$ cat config.mk
export PLATFORM = sky130hd
export DESIGN_NAME = t8cc_top
export DESIGN_NICKNAME = d
export VERILOG_FILES = /design/src/core/t8cc_pkg.sv /design/src/core/t8cc_top.sv
export VERILOG_INCLUDE_DIRS = /design/src /design/src/core
export SDC_FILE = /design/constraint.sdc
export NUM_CORES = 1
export LEC_CHECK = 0
export BUFFER_PORTS_ARGS = -buffer_cell sky130_fd_sc_hd__buf_2
export CAP_MARGIN = 20
export CORE_ASPECT_RATIO = 1.2
export CORE_MARGIN = 2
export CORE_UTILIZATION = 45
export DETAILED_ROUTE_END_ITERATION = 8
export GPL_TIMING_DRIVEN = 0
export HOLD_SLACK_MARGIN = 0.12
export PLACE_DENSITY = 0.67
export SLEW_MARGIN = 10
export SYNTH_ARGS = -nofsm -noshare
export SYNTH_HDL_FRONTEND = slang
export SYNTH_SLANG_ARGS = --single-unit
$ cat constraint.sdc
create_clock -name SYS_CLK -period 2.5 [get_ports SYS_CLK]
set_clock_uncertainty 0.05 [all_clocks]
set_input_delay 0.75 -clock SYS_CLK [delete_from_list [all_inputs] [get_ports SYS_CLK]]
set_output_delay 0.75 -clock SYS_CLK [all_outputs]
set_load 0.01 [all_outputs]
$ cat src/core/t8cc_map.svh
`ifndef T8CC_MAP_SVH
`define T8CC_MAP_SVH

`define T8CC_OFF_CTRL 8'h00
`define T8CC_OFF_COUNT 8'h04
`define T8CC_OFF_CMPA 8'h08
`define T8CC_OFF_CMPB 8'h0c
`define T8CC_OFF_FLAGS 8'h10
`define T8CC_OFF_FORCE 8'h14
`define T8CC_OFF_IEN 8'h18

`define T8CC_CTRL_MODE_LSB 0
`define T8CC_CTRL_ACTA_LSB 4
`define T8CC_CTRL_ACTB_LSB 6
`define T8CC_CTRL_CS_LSB 8

`define T8CC_FLAG_A 0
`define T8CC_FLAG_B 1
`define T8CC_FLAG_OVF 2

`define T8CC_MODE_NORMAL 3'h0
`define T8CC_MODE_CTC 3'h2
`define T8CC_CNT_MAX 8'hff
`define T8CC_CNT_BOTTOM 8'h00

`define T8CC_ACT_NONE 2'h0
`define T8CC_ACT_TOGGLE 2'h1
`define T8CC_ACT_CLEAR 2'h2
`define T8CC_ACT_SET 2'h3

`define T8CC_DIV1_MASK 10'h000
`define T8CC_DIV8_MASK 10'h007
`define T8CC_DIV32_MASK 10'h01f
`define T8CC_DIV64_MASK 10'h03f
`define T8CC_DIV128_MASK 10'h07f
`define T8CC_DIV256_MASK 10'h0ff
`define T8CC_DIV1024_MASK 10'h3ff

`define T8CC_RESP_OKAY 2'h0
`define T8CC_RESP_SLVERR 2'h2

`endif

$ cat src/core/t8cc_pkg.sv
package t8cc_pkg;
	typedef logic [7:0] t8cc_addr_t;
	typedef logic [1:0] t8cc_act_t;

	typedef struct packed {
		logic aw_rdy;
		logic w_rdy;
		logic aw_held;
		logic w_held;
		t8cc_addr_t awaddr;
		logic [31:0] wdata;
		logic [3:0] wstrb;
		logic bvalid;
		logic [1:0] bresp;
		logic ar_rdy;
		logic rvalid;
		logic [1:0] rresp;
		logic [31:0] rdata;
		logic [2:0] mode;
		logic [2:0] cs;
		t8cc_act_t act_a;
		t8cc_act_t act_b;
		logic [2:0] ien;
		logic [2:0] flags;
		logic [7:0] cnt;
		logic [7:0] cmp_a;
		logic [7:0] cmp_b;
		logic [7:0] buf_a;
		logic [7:0] buf_b;
		logic [1:0] oc;
		logic block;
		logic [9:0] pre;
		logic [2:0] irq;
		logic [1:0] pin_out;
		logic [1:0] pin_oe;
	} t8cc_state_t;
endpackage

$ cat src/core/t8cc_top.sv
// Decided for this implementation: the register offsets and the AXI4-Lite interface to the registers.
`include "t8cc_map.svh"
`timescale 1ns/1ns
`default_nettype none
module t8cc_top (
	input wire logic SYS_CLK,
	input wire logic SRST,
	input wire logic S_AXI_AWVALID,
	output logic S_AXI_AWREADY,
	input wire t8cc_pkg::t8cc_addr_t S_AXI_AWADDR,
	input wire logic [2:0] S_AXI_AWPROT,
	input wire logic S_AXI_WVALID,
	output logic S_AXI_WREADY,
	input wire logic [31:0] S_AXI_WDATA,
	input wire logic [3:0] S_AXI_WSTRB,
	output logic S_AXI_BVALID,
	input wire logic S_AXI_BREADY,
	output logic [1:0] S_AXI_BRESP,
	input wire logic S_AXI_ARVALID,
	output logic S_AXI_ARREADY,
	input wire t8cc_pkg::t8cc_addr_t S_AXI_ARADDR,
	input wire logic [2:0] S_AXI_ARPROT,
	output logic S_AXI_RVALID,
	input wire logic S_AXI_RREADY,
	output logic [31:0] S_AXI_RDATA,
	output logic [1:0] S_AXI_RRESP,
	input wire logic [2:0] IRQ_ACK,
	output logic [2:0] IRQ_REQ,
	input wire logic [1:0] PORT_DATA,
	input wire logic [1:0] PORT_DIR,
	output logic [1:0] PIN_OUT,
	output logic [1:0] PIN_OE
);
	import t8cc_pkg::*;

	t8cc_state_t st;
	t8cc_state_t nx;
	logic [9:0] mask;
	logic tick;
	logic pwm;
	logic eq_a;
	logic eq_b;
	logic hit_a;
	logic hit_b;
	logic bottom;
	logic do_wr;
	logic force_a;
	logic force_b;
	logic [2:0] set_f;
	logic [2:0] clr_f;
	logic [7:0] cnt_step;
	t8cc_addr_t wa;
	t8cc_addr_t ra;

	// next output bit for one channel
	function automatic logic next_oc(input t8cc_act_t act, input logic is_pwm,
			input logic oc, input logic hit, input logic bot);
		logic r;
		r = oc;
		if (act == `T8CC_ACT_NONE) begin
			r = oc;
		end else if (!is_pwm || act == `T8CC_ACT_TOGGLE) begin
			if (hit) begin
				case (act)
					`T8CC_ACT_TOGGLE: r = ~oc;
					`T8CC_ACT_CLEAR: r = 1'b0;
					`T8CC_ACT_SET: r = 1'b1;
					default: r = oc;
				endcase
			end
		end else begin
			// pwm: match sets/clears, bottom restores
			if (hit) begin
				r = (act == `T8CC_ACT_SET);
			end else if (bot) begin
				r = (act == `T8CC_ACT_CLEAR);
			end
		end
		return r;
	endfunction

	always_comb begin
		nx = st;
		case (st.cs)
			3'h1: mask = `T8CC_DIV1_MASK;
			3'h2: mask = `T8CC_DIV8_MASK;
			3'h3: mask = `T8CC_DIV32_MASK;
			3'h4: mask = `T8CC_DIV64_MASK;
			3'h5: mask = `T8CC_DIV128_MASK;
			3'h6: mask = `T8CC_DIV256_MASK;
			3'h7: mask = `T8CC_DIV1024_MASK;
			default: mask = `T8CC_DIV1_MASK;
		endcase
		// source zero halts the divider and the timer
		tick = (st.cs != 3'h0) && ((st.pre & mask) == mask);
		nx.pre = (st.cs == 3'h0) ? 10'h000 : st.pre + 10'h001;
		pwm = st.mode[0];

		eq_a = (st.cnt == st.cmp_a);
		eq_b = (st.cnt == st.cmp_b);
		hit_a = tick && eq_a && !st.block;
		hit_b = tick && eq_b && !st.block;

		// counting; output action never enters here
		cnt_step = st.cnt;
		set_f = 3'h0;
		if (tick) begin
			if (st.mode == `T8CC_MODE_CTC && eq_a) begin
				cnt_step = `T8CC_CNT_BOTTOM;
			end else begin
				cnt_step = st.cnt + 8'h01;
			end
			if (st.cnt == `T8CC_CNT_MAX) begin
				set_f[`T8CC_FLAG_OVF] = 1'b1;
			end
			nx.block = 1'b0;
		end
		nx.cnt = cnt_step;
		bottom = tick && (cnt_step == `T8CC_CNT_BOTTOM);
		set_f[`T8CC_FLAG_A] = hit_a;
		set_f[`T8CC_FLAG_B] = hit_b;

		// pwm buffer load at bottom
		if (pwm && bottom) begin
			nx.cmp_a = st.buf_a;
			nx.cmp_b = st.buf_b;
		end

		// axi write channels, either order
		if (S_AXI_AWVALID && st.aw_rdy) begin
			nx.aw_held = 1'b1;
			nx.awaddr = S_AXI_AWADDR;
		end
		if (S_AXI_WVALID && st.w_rdy) begin
			nx.w_held = 1'b1;
			nx.wdata = S_AXI_WDATA;
			nx.wstrb = S_AXI_WSTRB;
		end
		if (st.bvalid && S_AXI_BREADY) begin
			nx.bvalid = 1'b0;
		end
		do_wr = st.aw_held && st.w_held && !st.bvalid;
		wa = {st.awaddr[7:2], 2'b00};
		force_a = 1'b0;
		force_b = 1'b0;
		clr_f = IRQ_ACK;
		if (do_wr) begin
			nx.aw_held = 1'b0;
			nx.w_held = 1'b0;
			nx.bvalid = 1'b1;
			nx.bresp = `T8CC_RESP_OKAY;
			case (wa)
				`T8CC_OFF_CTRL: begin
					if (st.wstrb[0]) begin
						nx.mode = st.wdata[`T8CC_CTRL_MODE_LSB +: 3];
						nx.act_a = st.wdata[`T8CC_CTRL_ACTA_LSB +: 2];
						nx.act_b = st.wdata[`T8CC_CTRL_ACTB_LSB +: 2];
					end
					if (st.wstrb[1]) begin
						nx.cs = st.wdata[`T8CC_CTRL_CS_LSB +: 3];
					end
				end
				`T8CC_OFF_COUNT: begin
					if (st.wstrb[0]) begin
						nx.cnt = st.wdata[7:0];
						nx.block = 1'b1;
					end
				end
				`T8CC_OFF_CMPA: begin
					if (st.wstrb[0]) begin
						nx.buf_a = st.wdata[7:0];
						if (!pwm) begin
							nx.cmp_a = st.wdata[7:0];
						end
					end
				end
				`T8CC_OFF_CMPB: begin
					if (st.wstrb[0]) begin
						nx.buf_b = st.wdata[7:0];
						if (!pwm) begin
							nx.cmp_b = st.wdata[7:0];
						end
					end
				end
				`T8CC_OFF_FLAGS: begin
					if (st.wstrb[0]) begin
						clr_f = clr_f | st.wdata[2:0];
					end
				end
				`T8CC_OFF_FORCE: begin
					// strobe only; nothing is stored
					if (st.wstrb[0] && !pwm) begin
						force_a = st.wdata[0];
						force_b = st.wdata[1];
					end
				end
				`T8CC_OFF_IEN: begin
					if (st.wstrb[0]) begin
						nx.ien = st.wdata[2:0];
					end
				end
				default: nx.bresp = `T8CC_RESP_SLVERR;
			endcase
		end
		// a set in the same cycle as a clear wins
		nx.flags = (st.flags & ~clr_f) | set_f;

		nx.oc[0] = next_oc(st.act_a, pwm, st.oc[0], hit_a || force_a, bottom);
		nx.oc[1] = next_oc(st.act_b, pwm, st.oc[1], hit_b || force_b, bottom);

		// axi read
		ra = {S_AXI_ARADDR[7:2], 2'b00};
		if (st.rvalid && S_AXI_RREADY) begin
			nx.rvalid = 1'b0;
		end
		if (S_AXI_ARVALID && st.ar_rdy) begin
			nx.rvalid = 1'b1;
			nx.rresp = `T8CC_RESP_OKAY;
			nx.rdata = 32'h0000_0000;
			case (ra)
				`T8CC_OFF_CTRL: begin
					nx.rdata[`T8CC_CTRL_MODE_LSB +: 3] = st.mode;
					nx.rdata[`T8CC_CTRL_ACTA_LSB +: 2] = st.act_a;
					nx.rdata[`T8CC_CTRL_ACTB_LSB +: 2] = st.act_b;
					nx.rdata[`T8CC_CTRL_CS_LSB +: 3] = st.cs;
				end
				`T8CC_OFF_COUNT: nx.rdata[7:0] = st.cnt;
				`T8CC_OFF_CMPA: nx.rdata[7:0] = pwm ? st.buf_a : st.cmp_a;
				`T8CC_OFF_CMPB: nx.rdata[7:0] = pwm ? st.buf_b : st.cmp_b;
				`T8CC_OFF_FLAGS: nx.rdata[2:0] = st.flags;
				`T8CC_OFF_FORCE: nx.rdata = 32'h0000_0000;
				`T8CC_OFF_IEN: nx.rdata[2:0] = st.ien;
				default: nx.rresp = `T8CC_RESP_SLVERR;
			endcase
		end
		nx.aw_rdy = !nx.aw_held && !nx.bvalid;
		nx.w_rdy = !nx.w_held && !nx.bvalid;
		nx.ar_rdy = !nx.rvalid;

		nx.irq = nx.flags & nx.ien;
		// port override, independent of waveform mode
		nx.pin_out[0] = (nx.act_a != `T8CC_ACT_NONE) ? nx.oc[0] : PORT_DATA[0];
		nx.pin_out[1] = (nx.act_b != `T8CC_ACT_NONE) ? nx.oc[1] : PORT_DATA[1];
		nx.pin_oe = PORT_DIR;
	end

	always_ff @(posedge SYS_CLK) begin
		if (SRST) begin
			st <= '0;
		end else begin
			st <= nx;
		end
	end

	assign S_AXI_AWREADY = st.aw_rdy;
	assign S_AXI_WREADY = st.w_rdy;
	assign S_AXI_BVALID = st.bvalid;
	assign S_AXI_BRESP = st.bresp;
	assign S_AXI_ARREADY = st.ar_rdy;
	assign S_AXI_RVALID = st.rvalid;
	assign S_AXI_RDATA = st.rdata;
	assign S_AXI_RRESP = st.rresp;
	assign IRQ_REQ = st.irq;
	assign PIN_OUT = st.pin_out;
	assign PIN_OE = st.pin_oe;
endmodule
`default_nettype wire

# [After elaboration in Yosys (flattened, before gate mapping)]
# Index checks and enable logic that the tools add are counted.
[classes] n_eq_ne=29 addsub=2 muxes=66 reduce_logical=45 bitwise=8
[ops] cell="8-bit two-way mux" count=16
[ops] cell="10-bit one-hot mux with 6 select lines" count=1
[ops] cell="40-bit two-way mux" count=1
[ops] cell="6-bit by 3-bit equality test with 1-bit output, second input constant" count=6
[ops] cell="35-bit two-way mux" count=1
[ops] cell="1-bit two-way mux" count=28
[ops] cell="6-bit by 2-bit equality test with 1-bit output, second input constant" count=4
[ops] cell="3-bit two-way mux" count=7
[ops] cell="1-bit logical AND" count=18
[ops] cell="3-bit one-hot mux with 6 select lines" count=1
[ops] cell="8-bit equality test" count=2
[ops] cell="16-bit two-way mux" count=1
[ops] cell="4-bit one-hot mux with 4 select lines" count=1
[ops] cell="7-bit OR reduction" count=2
[ops] cell="3-bit equality test, second input constant" count=4
[ops] cell="6-bit by 1-bit equality test with 1-bit output, second input constant" count=2
[ops] cell="6-bit zero test" count=2
[ops] cell="3-bit AND reduction" count=4
[ops] cell="10-bit by 1-bit adder with 10-bit output, second input constant" count=1
[ops] cell="10-bit bitwise AND" count=1
[ops] cell="10-bit equality test" count=1
[ops] cell="3-bit by 2-bit equality test with 1-bit output, second input constant" count=3
[ops] cell="1-bit one-hot mux with 3 select lines" count=3
[ops] cell="8-bit by 1-bit adder with 8-bit output, second input constant" count=1
[ops] cell="other kinds (18)" count=39
[word_totals] regBits=119 elab_cells=180 input_bits=72

# [Longest topological paths before layout]
[depth] depth_word=14 ltp_mapped=11 ltp_nobuf=8

# [Worst setup path after synthesis]
# Ideal clock, no wire load.
[synth_timing] path_type="register to register" from="register st[53] (netlist bit)" to="register st[19] (netlist bit)" arrival_time_ns=2.030 period_less_slack_ns=2.159 t_required_ns=2.371 stages_incl_launch_ff=9 setup_ns=0.079 slack_ns=0.341 cell_sequence="dfxtp_1 > ha_1 > nand2_1 > nor2_1 > nor2b_1 > o41ai_4 > nand2_4 > mux2_2 > a211oi_2"
[synth_between] elab_chain_len=10 word_cells_on_any_way=16 cone_classes="add/sub (1); eq/ne (2); mux (7); reduce/logical (6)"
[synth_rtl] item="start, declared" line="t8cc_top.sv:36" text="t8cc_state_t st;"
[synth_rtl] item="start signal, assigned" line="t8cc_top.sv:251" text="st <= nx;"
[synth_rtl] item="parallel branches: the longest is 8 deep, another holds 8-bit by 1-bit adder with 8-bit output"
[synth_rtl] item="1-bit two-way mux *" line="t8cc_top.sv:62" text="end else if (!is_pwm || act == `T8CC_ACT_TOGGLE) begin"
[synth_rtl] item="1-bit two-way mux *" line="t8cc_top.sv:60" text="if (act == `T8CC_ACT_NONE) begin"
# Every way passes the cells marked *.
# A chain may end at the register's enable or synchronous reset.

# [Worst setup path after layout]
[layout_timing] from="register st[58] (netlist bit)" to="register st[18] (netlist bit)"
# Same word-level chain as after synthesis.

==> impl_metrics.csv <==
group,metric,value,unit
clock_tree,clockBufferDepth,2,
timing,worst_pin_slew,899,ps
worst_hold_path,hold_path_depth,2,
run_status,status,"finished clean",
setup_path,critPathMaxFanout,9,
timing,period_share,0.964,
grt,overflow,0,
setup_path,rr_startpoint,"st[58]$_SDFF_PP0_",
placement,globalplace.congestion,0.941,
floorplanning,die_w,111,µm
clock_tree,clock_latency,420,ps
logic_synthesis,avgSynthCellArea,8.32,µm²
setup_path,crit_path_end_kind,"register",
clock_tree,clock-sinks,115,
grt,grt_pass1_wl,26.8,mm
setup_path,start_kind,"register",
timing,finalCriticalPeriod,2410,ps
power,p_leak,3.11,nW
setup_path,required,2790,ps
logic_synthesis,synth_cells,737,
timing,slew_viol_final,0,
clock_tree,cts_tree,"built",
setup_path,crit_chain,"buf_2, xor2_1, nor4_4, nand4_1, o41ai_4, buf_4, nand2_4, mux2_2, a211oi_2",
final_layout,fin_util,0.555,
final_layout,drive_above_1_share,0.246,
setup_path,r2r_cells,9,
floorplanning,die_y,132,µm
setup_path,crit_start,"st[58]$_SDFF_PP0_",
logic_synthesis,ys_seq_area_frac,0.375,
logic_synthesis,synth_warnings,0,
power,power,0.00468,W
floorplanning,core,0.0133,mm²
floorplanning,die_area,0.0146,mm²
final_layout,layout_common_cells,"dfxtp_1 (114), nor2_1 (93), nand2_1 (79), buf_2 (75), a21oi_1 (49)",
detailed_routing,drc,0,
logic_synthesis,synth_edf_count,0,
detailed_routing,drt_pass1_iterations,5,
timing,relSlewSlack,0.401,
clock_tree,root_buffer,"clkbuf_16",
timing,rsz0062_at_grt,"yes",
power,ir_drop,0.360,mV
final_layout,diodes,0,
detailed_routing,wire_per_inst,16.4,µm
placement,post_dp_cell_area,0.00674,mm²
final_layout,multi_input_area,0.00331,mm²
final_layout,fillerInstances,1250,
setup_path,slowest_stage,"nor4_4",
logic_synthesis,async_flop_share,0,
timing,tns,0,ps
clock_tree,holdBufCountCts,0,
clock_tree,clk_pin_slew,60,ps
setup_path,critical_path.endpoint,"st[18]$_SDFF_PP0_",
detailed_routing,via_per_inst,5.35,
setup_path,rrSetupSlack,90,ps
final_layout,ff_latch_area,0.00230,mm²
setup_path,slowest_delay,430,ps
timing,final_hold_viol_count,0,
detailed_routing,vias,5474,
logic_synthesis,syn_area,0.00613,mm²
worst_hold_path,hp-class,"register to register",
grt,grt_max_degree,17,
clock_tree,cts_buffers,17,
final_layout,fin_nets,917,
setup_path,critPathKind,"register to register",
grt,antenna_found_initial,0,
final_layout,stdcell_count,1024,
detailed_routing,wirelength,16.8,mm
setup_path,cp.depth,9,
logic_synthesis,ys_ff_latch,115,
setup_path,cp.buffers_inverters,2,
timing,fmax,415,MHz
grt,grt_use_total,0.230,
placement,dpl.hpwl,12.1,mm
final_layout,mostFrequentLayoutCell,"dfxtp_1",
detailed_routing,ant_nets,0,
grt,first_global_vias,5235,
setup_path,cp.arrival,2700,ps
final_layout,stdcell_area,0.00738,mm²
logic_synthesis,synth_ff_type,"dfxtp_1",
timing,setup_viol,0,
logic_synthesis,ys_types,70,
final_layout,area_growth,20.4,%
power,power_density,634,mW/mm²
setup_path,reg2reg_to,"st[18]$_SDFF_PP0_",
detailed_routing,dr.first_iter.drc_count,335,
job,cap_violations,0,
clock_tree,cts_max_level,4,
floorplanning,io_pins,120,
placement,dpl.cell_count,989,
setup_path,crit_family,"simple AND/OR/NAND/NOR gates",
floorplanning,std_cell_rows,46,
floorplanning,start_util,0.461,
placement,portBuffers,62,
[worst reg2reg max path: stages (launching register included)]
cell and delay [ps]:
dfxtp_1 300, buf_2 220, xor2_1 160, nor4_4 430, nand4_1 270, o41ai_4 100
buf_4 190, nand2_4 120, mux2_2 300, a211oi_2 200
[final cells by class]
cell class,instances,area share
Buffer,101,0.0814
Tap cell,168,0.0285
Clock inverter,14,0.0210
Multi-Input combinational cell,535,0.448
Clock buffer,18,0.0595
Inverter,7,0.00356
Sequential cell,115,0.312
Timing Repair Buffer,66,0.0461
[synthesized netlist by cell type (3+ instances only)]
cell | instances | area [µm²]
xor2_1 | 12 | 105
o22ai_1 | 6 | 37.5
nor3b_1 | 6 | 45.0
buf_6 | 3 | 33.8
nand4_1 | 11 | 68.8
a311oi_2 | 4 | 60.1
inv_1 | 7 | 26.3
dfxtp_1 | 115 | 2300
a22oi_1 | 3 | 22.5
o211ai_1 | 3 | 22.5
nand2_1 | 79 | 297
a221oi_1 | 4 | 35.0
nand3_1 | 37 | 185
or2_2 | 5 | 31.3
a311oi_1 | 6 | 52.6
clkbuf_1 | 32 | 120
a21oi_1 | 49 | 245
mux2_2 | 8 | 90.1
mux2i_1 | 41 | 410
xnor2_1 | 12 | 105
buf_2 | 14 | 70.1
nand3b_1 | 5 | 37.5
o21ai_0 | 18 | 90.1
a211oi_1 | 9 | 67.6
nor4_1 | 3 | 18.8
or3_1 | 4 | 25.0
o221a_2 | 6 | 67.6
and2_1 | 3 | 18.8
nor2b_1 | 10 | 62.6
nand2_2 | 4 | 25.0
nand2b_1 | 6 | 37.5
a211oi_2 | 3 | 37.5
nor3_1 | 20 | 100
nor2_1 | 94 | 353
buf_1 | 6 | 22.5
buf_4 | 44 | 330
[cell families (layout without fill, tap and decap cells)]
logic type               Yosys count  in the layout  share of synthesized area
XOR/XNOR                          24             24                     0.0343
other                              1             23                   0.000612
multiplexers                      50             50                     0.0853
adder cells (fa/ha/maj)            2              2                    0.00408
AND/OR/NAND/NOR                  308            308                      0.248
AO/OA/AOI/OAI                    128            128                      0.150
buffers and inverters            109            206                      0.102
flip-flops                       115            115                      0.375
[timing repair]
item / in CTS / in global routing
pin swaps: 0 / 4
buffers inserted: 0 / 4
endpoints found under the setup margin: 12 / 20
resized for setup: 2 / 4
[flip-flops by register name (all words and copies together), names as in the netlist]
signal and count:
st 89, S_AXI_RDATA 11, IRQ_REQ 3, PIN_OE 2, PIN_OUT 2, S_AXI_ARREADY 1
S_AXI_AWREADY 1, S_AXI_BRESP 1, S_AXI_BVALID 1, S_AXI_RRESP 1, S_AXI_RVALID 1, S_AXI_WREADY 1
pwm 1
[worst min path at each step]
stage                                      startpoint                          end  slack (ps)
after global placement    S_AXI_RDATA[1]$_SDFFE_PP0P_  S_AXI_RDATA[1]$_SDFFE_PP0P_         390
after global routing      S_AXI_RDATA[2]$_SDFFE_PP0P_  S_AXI_RDATA[2]$_SDFFE_PP0P_         430
after CTS                 S_AXI_RDATA[2]$_SDFFE_PP0P_  S_AXI_RDATA[2]$_SDFFE_PP0P_         410
after floorplan                    st[159]$_SDFF_PP0_      S_AXI_WREADY$_SDFF_PP0_         370
after detailed placement  S_AXI_RDATA[2]$_SDFFE_PP0P_  S_AXI_RDATA[2]$_SDFFE_PP0P_         400
final                            st[128]$_SDFFE_PP0P_         st[128]$_SDFFE_PP0P_         400
[layer usage]
layer	global-route usage	share of wire	up-vias
li1	-	-	2720
met1	0.285	0.43	2545
met2	0.382	0.48	176
met3	0.0589	0.064	33
met4	0.0889	0.024	0
met5	0	0	-
[power by group]
group          leakage, nW  internal, W  switching (W)  total, W
Sequential           0.932      0.00187      0.0000215   0.00189
Clock                0.287      0.00150       0.000923   0.00243
Combinational         1.89     0.000145       0.000217  0.000362
[per-stage QoR]
step	hold slack [ps]	setup slack [ps]
after floorplan	368	341
after global placement	392	-67.4
after detailed placement	398	-57.2
after CTS	406	37.8
after global routing	431	-19.9
final	404	89.4
Note: power is estimated with default switching activity, not from simulation.
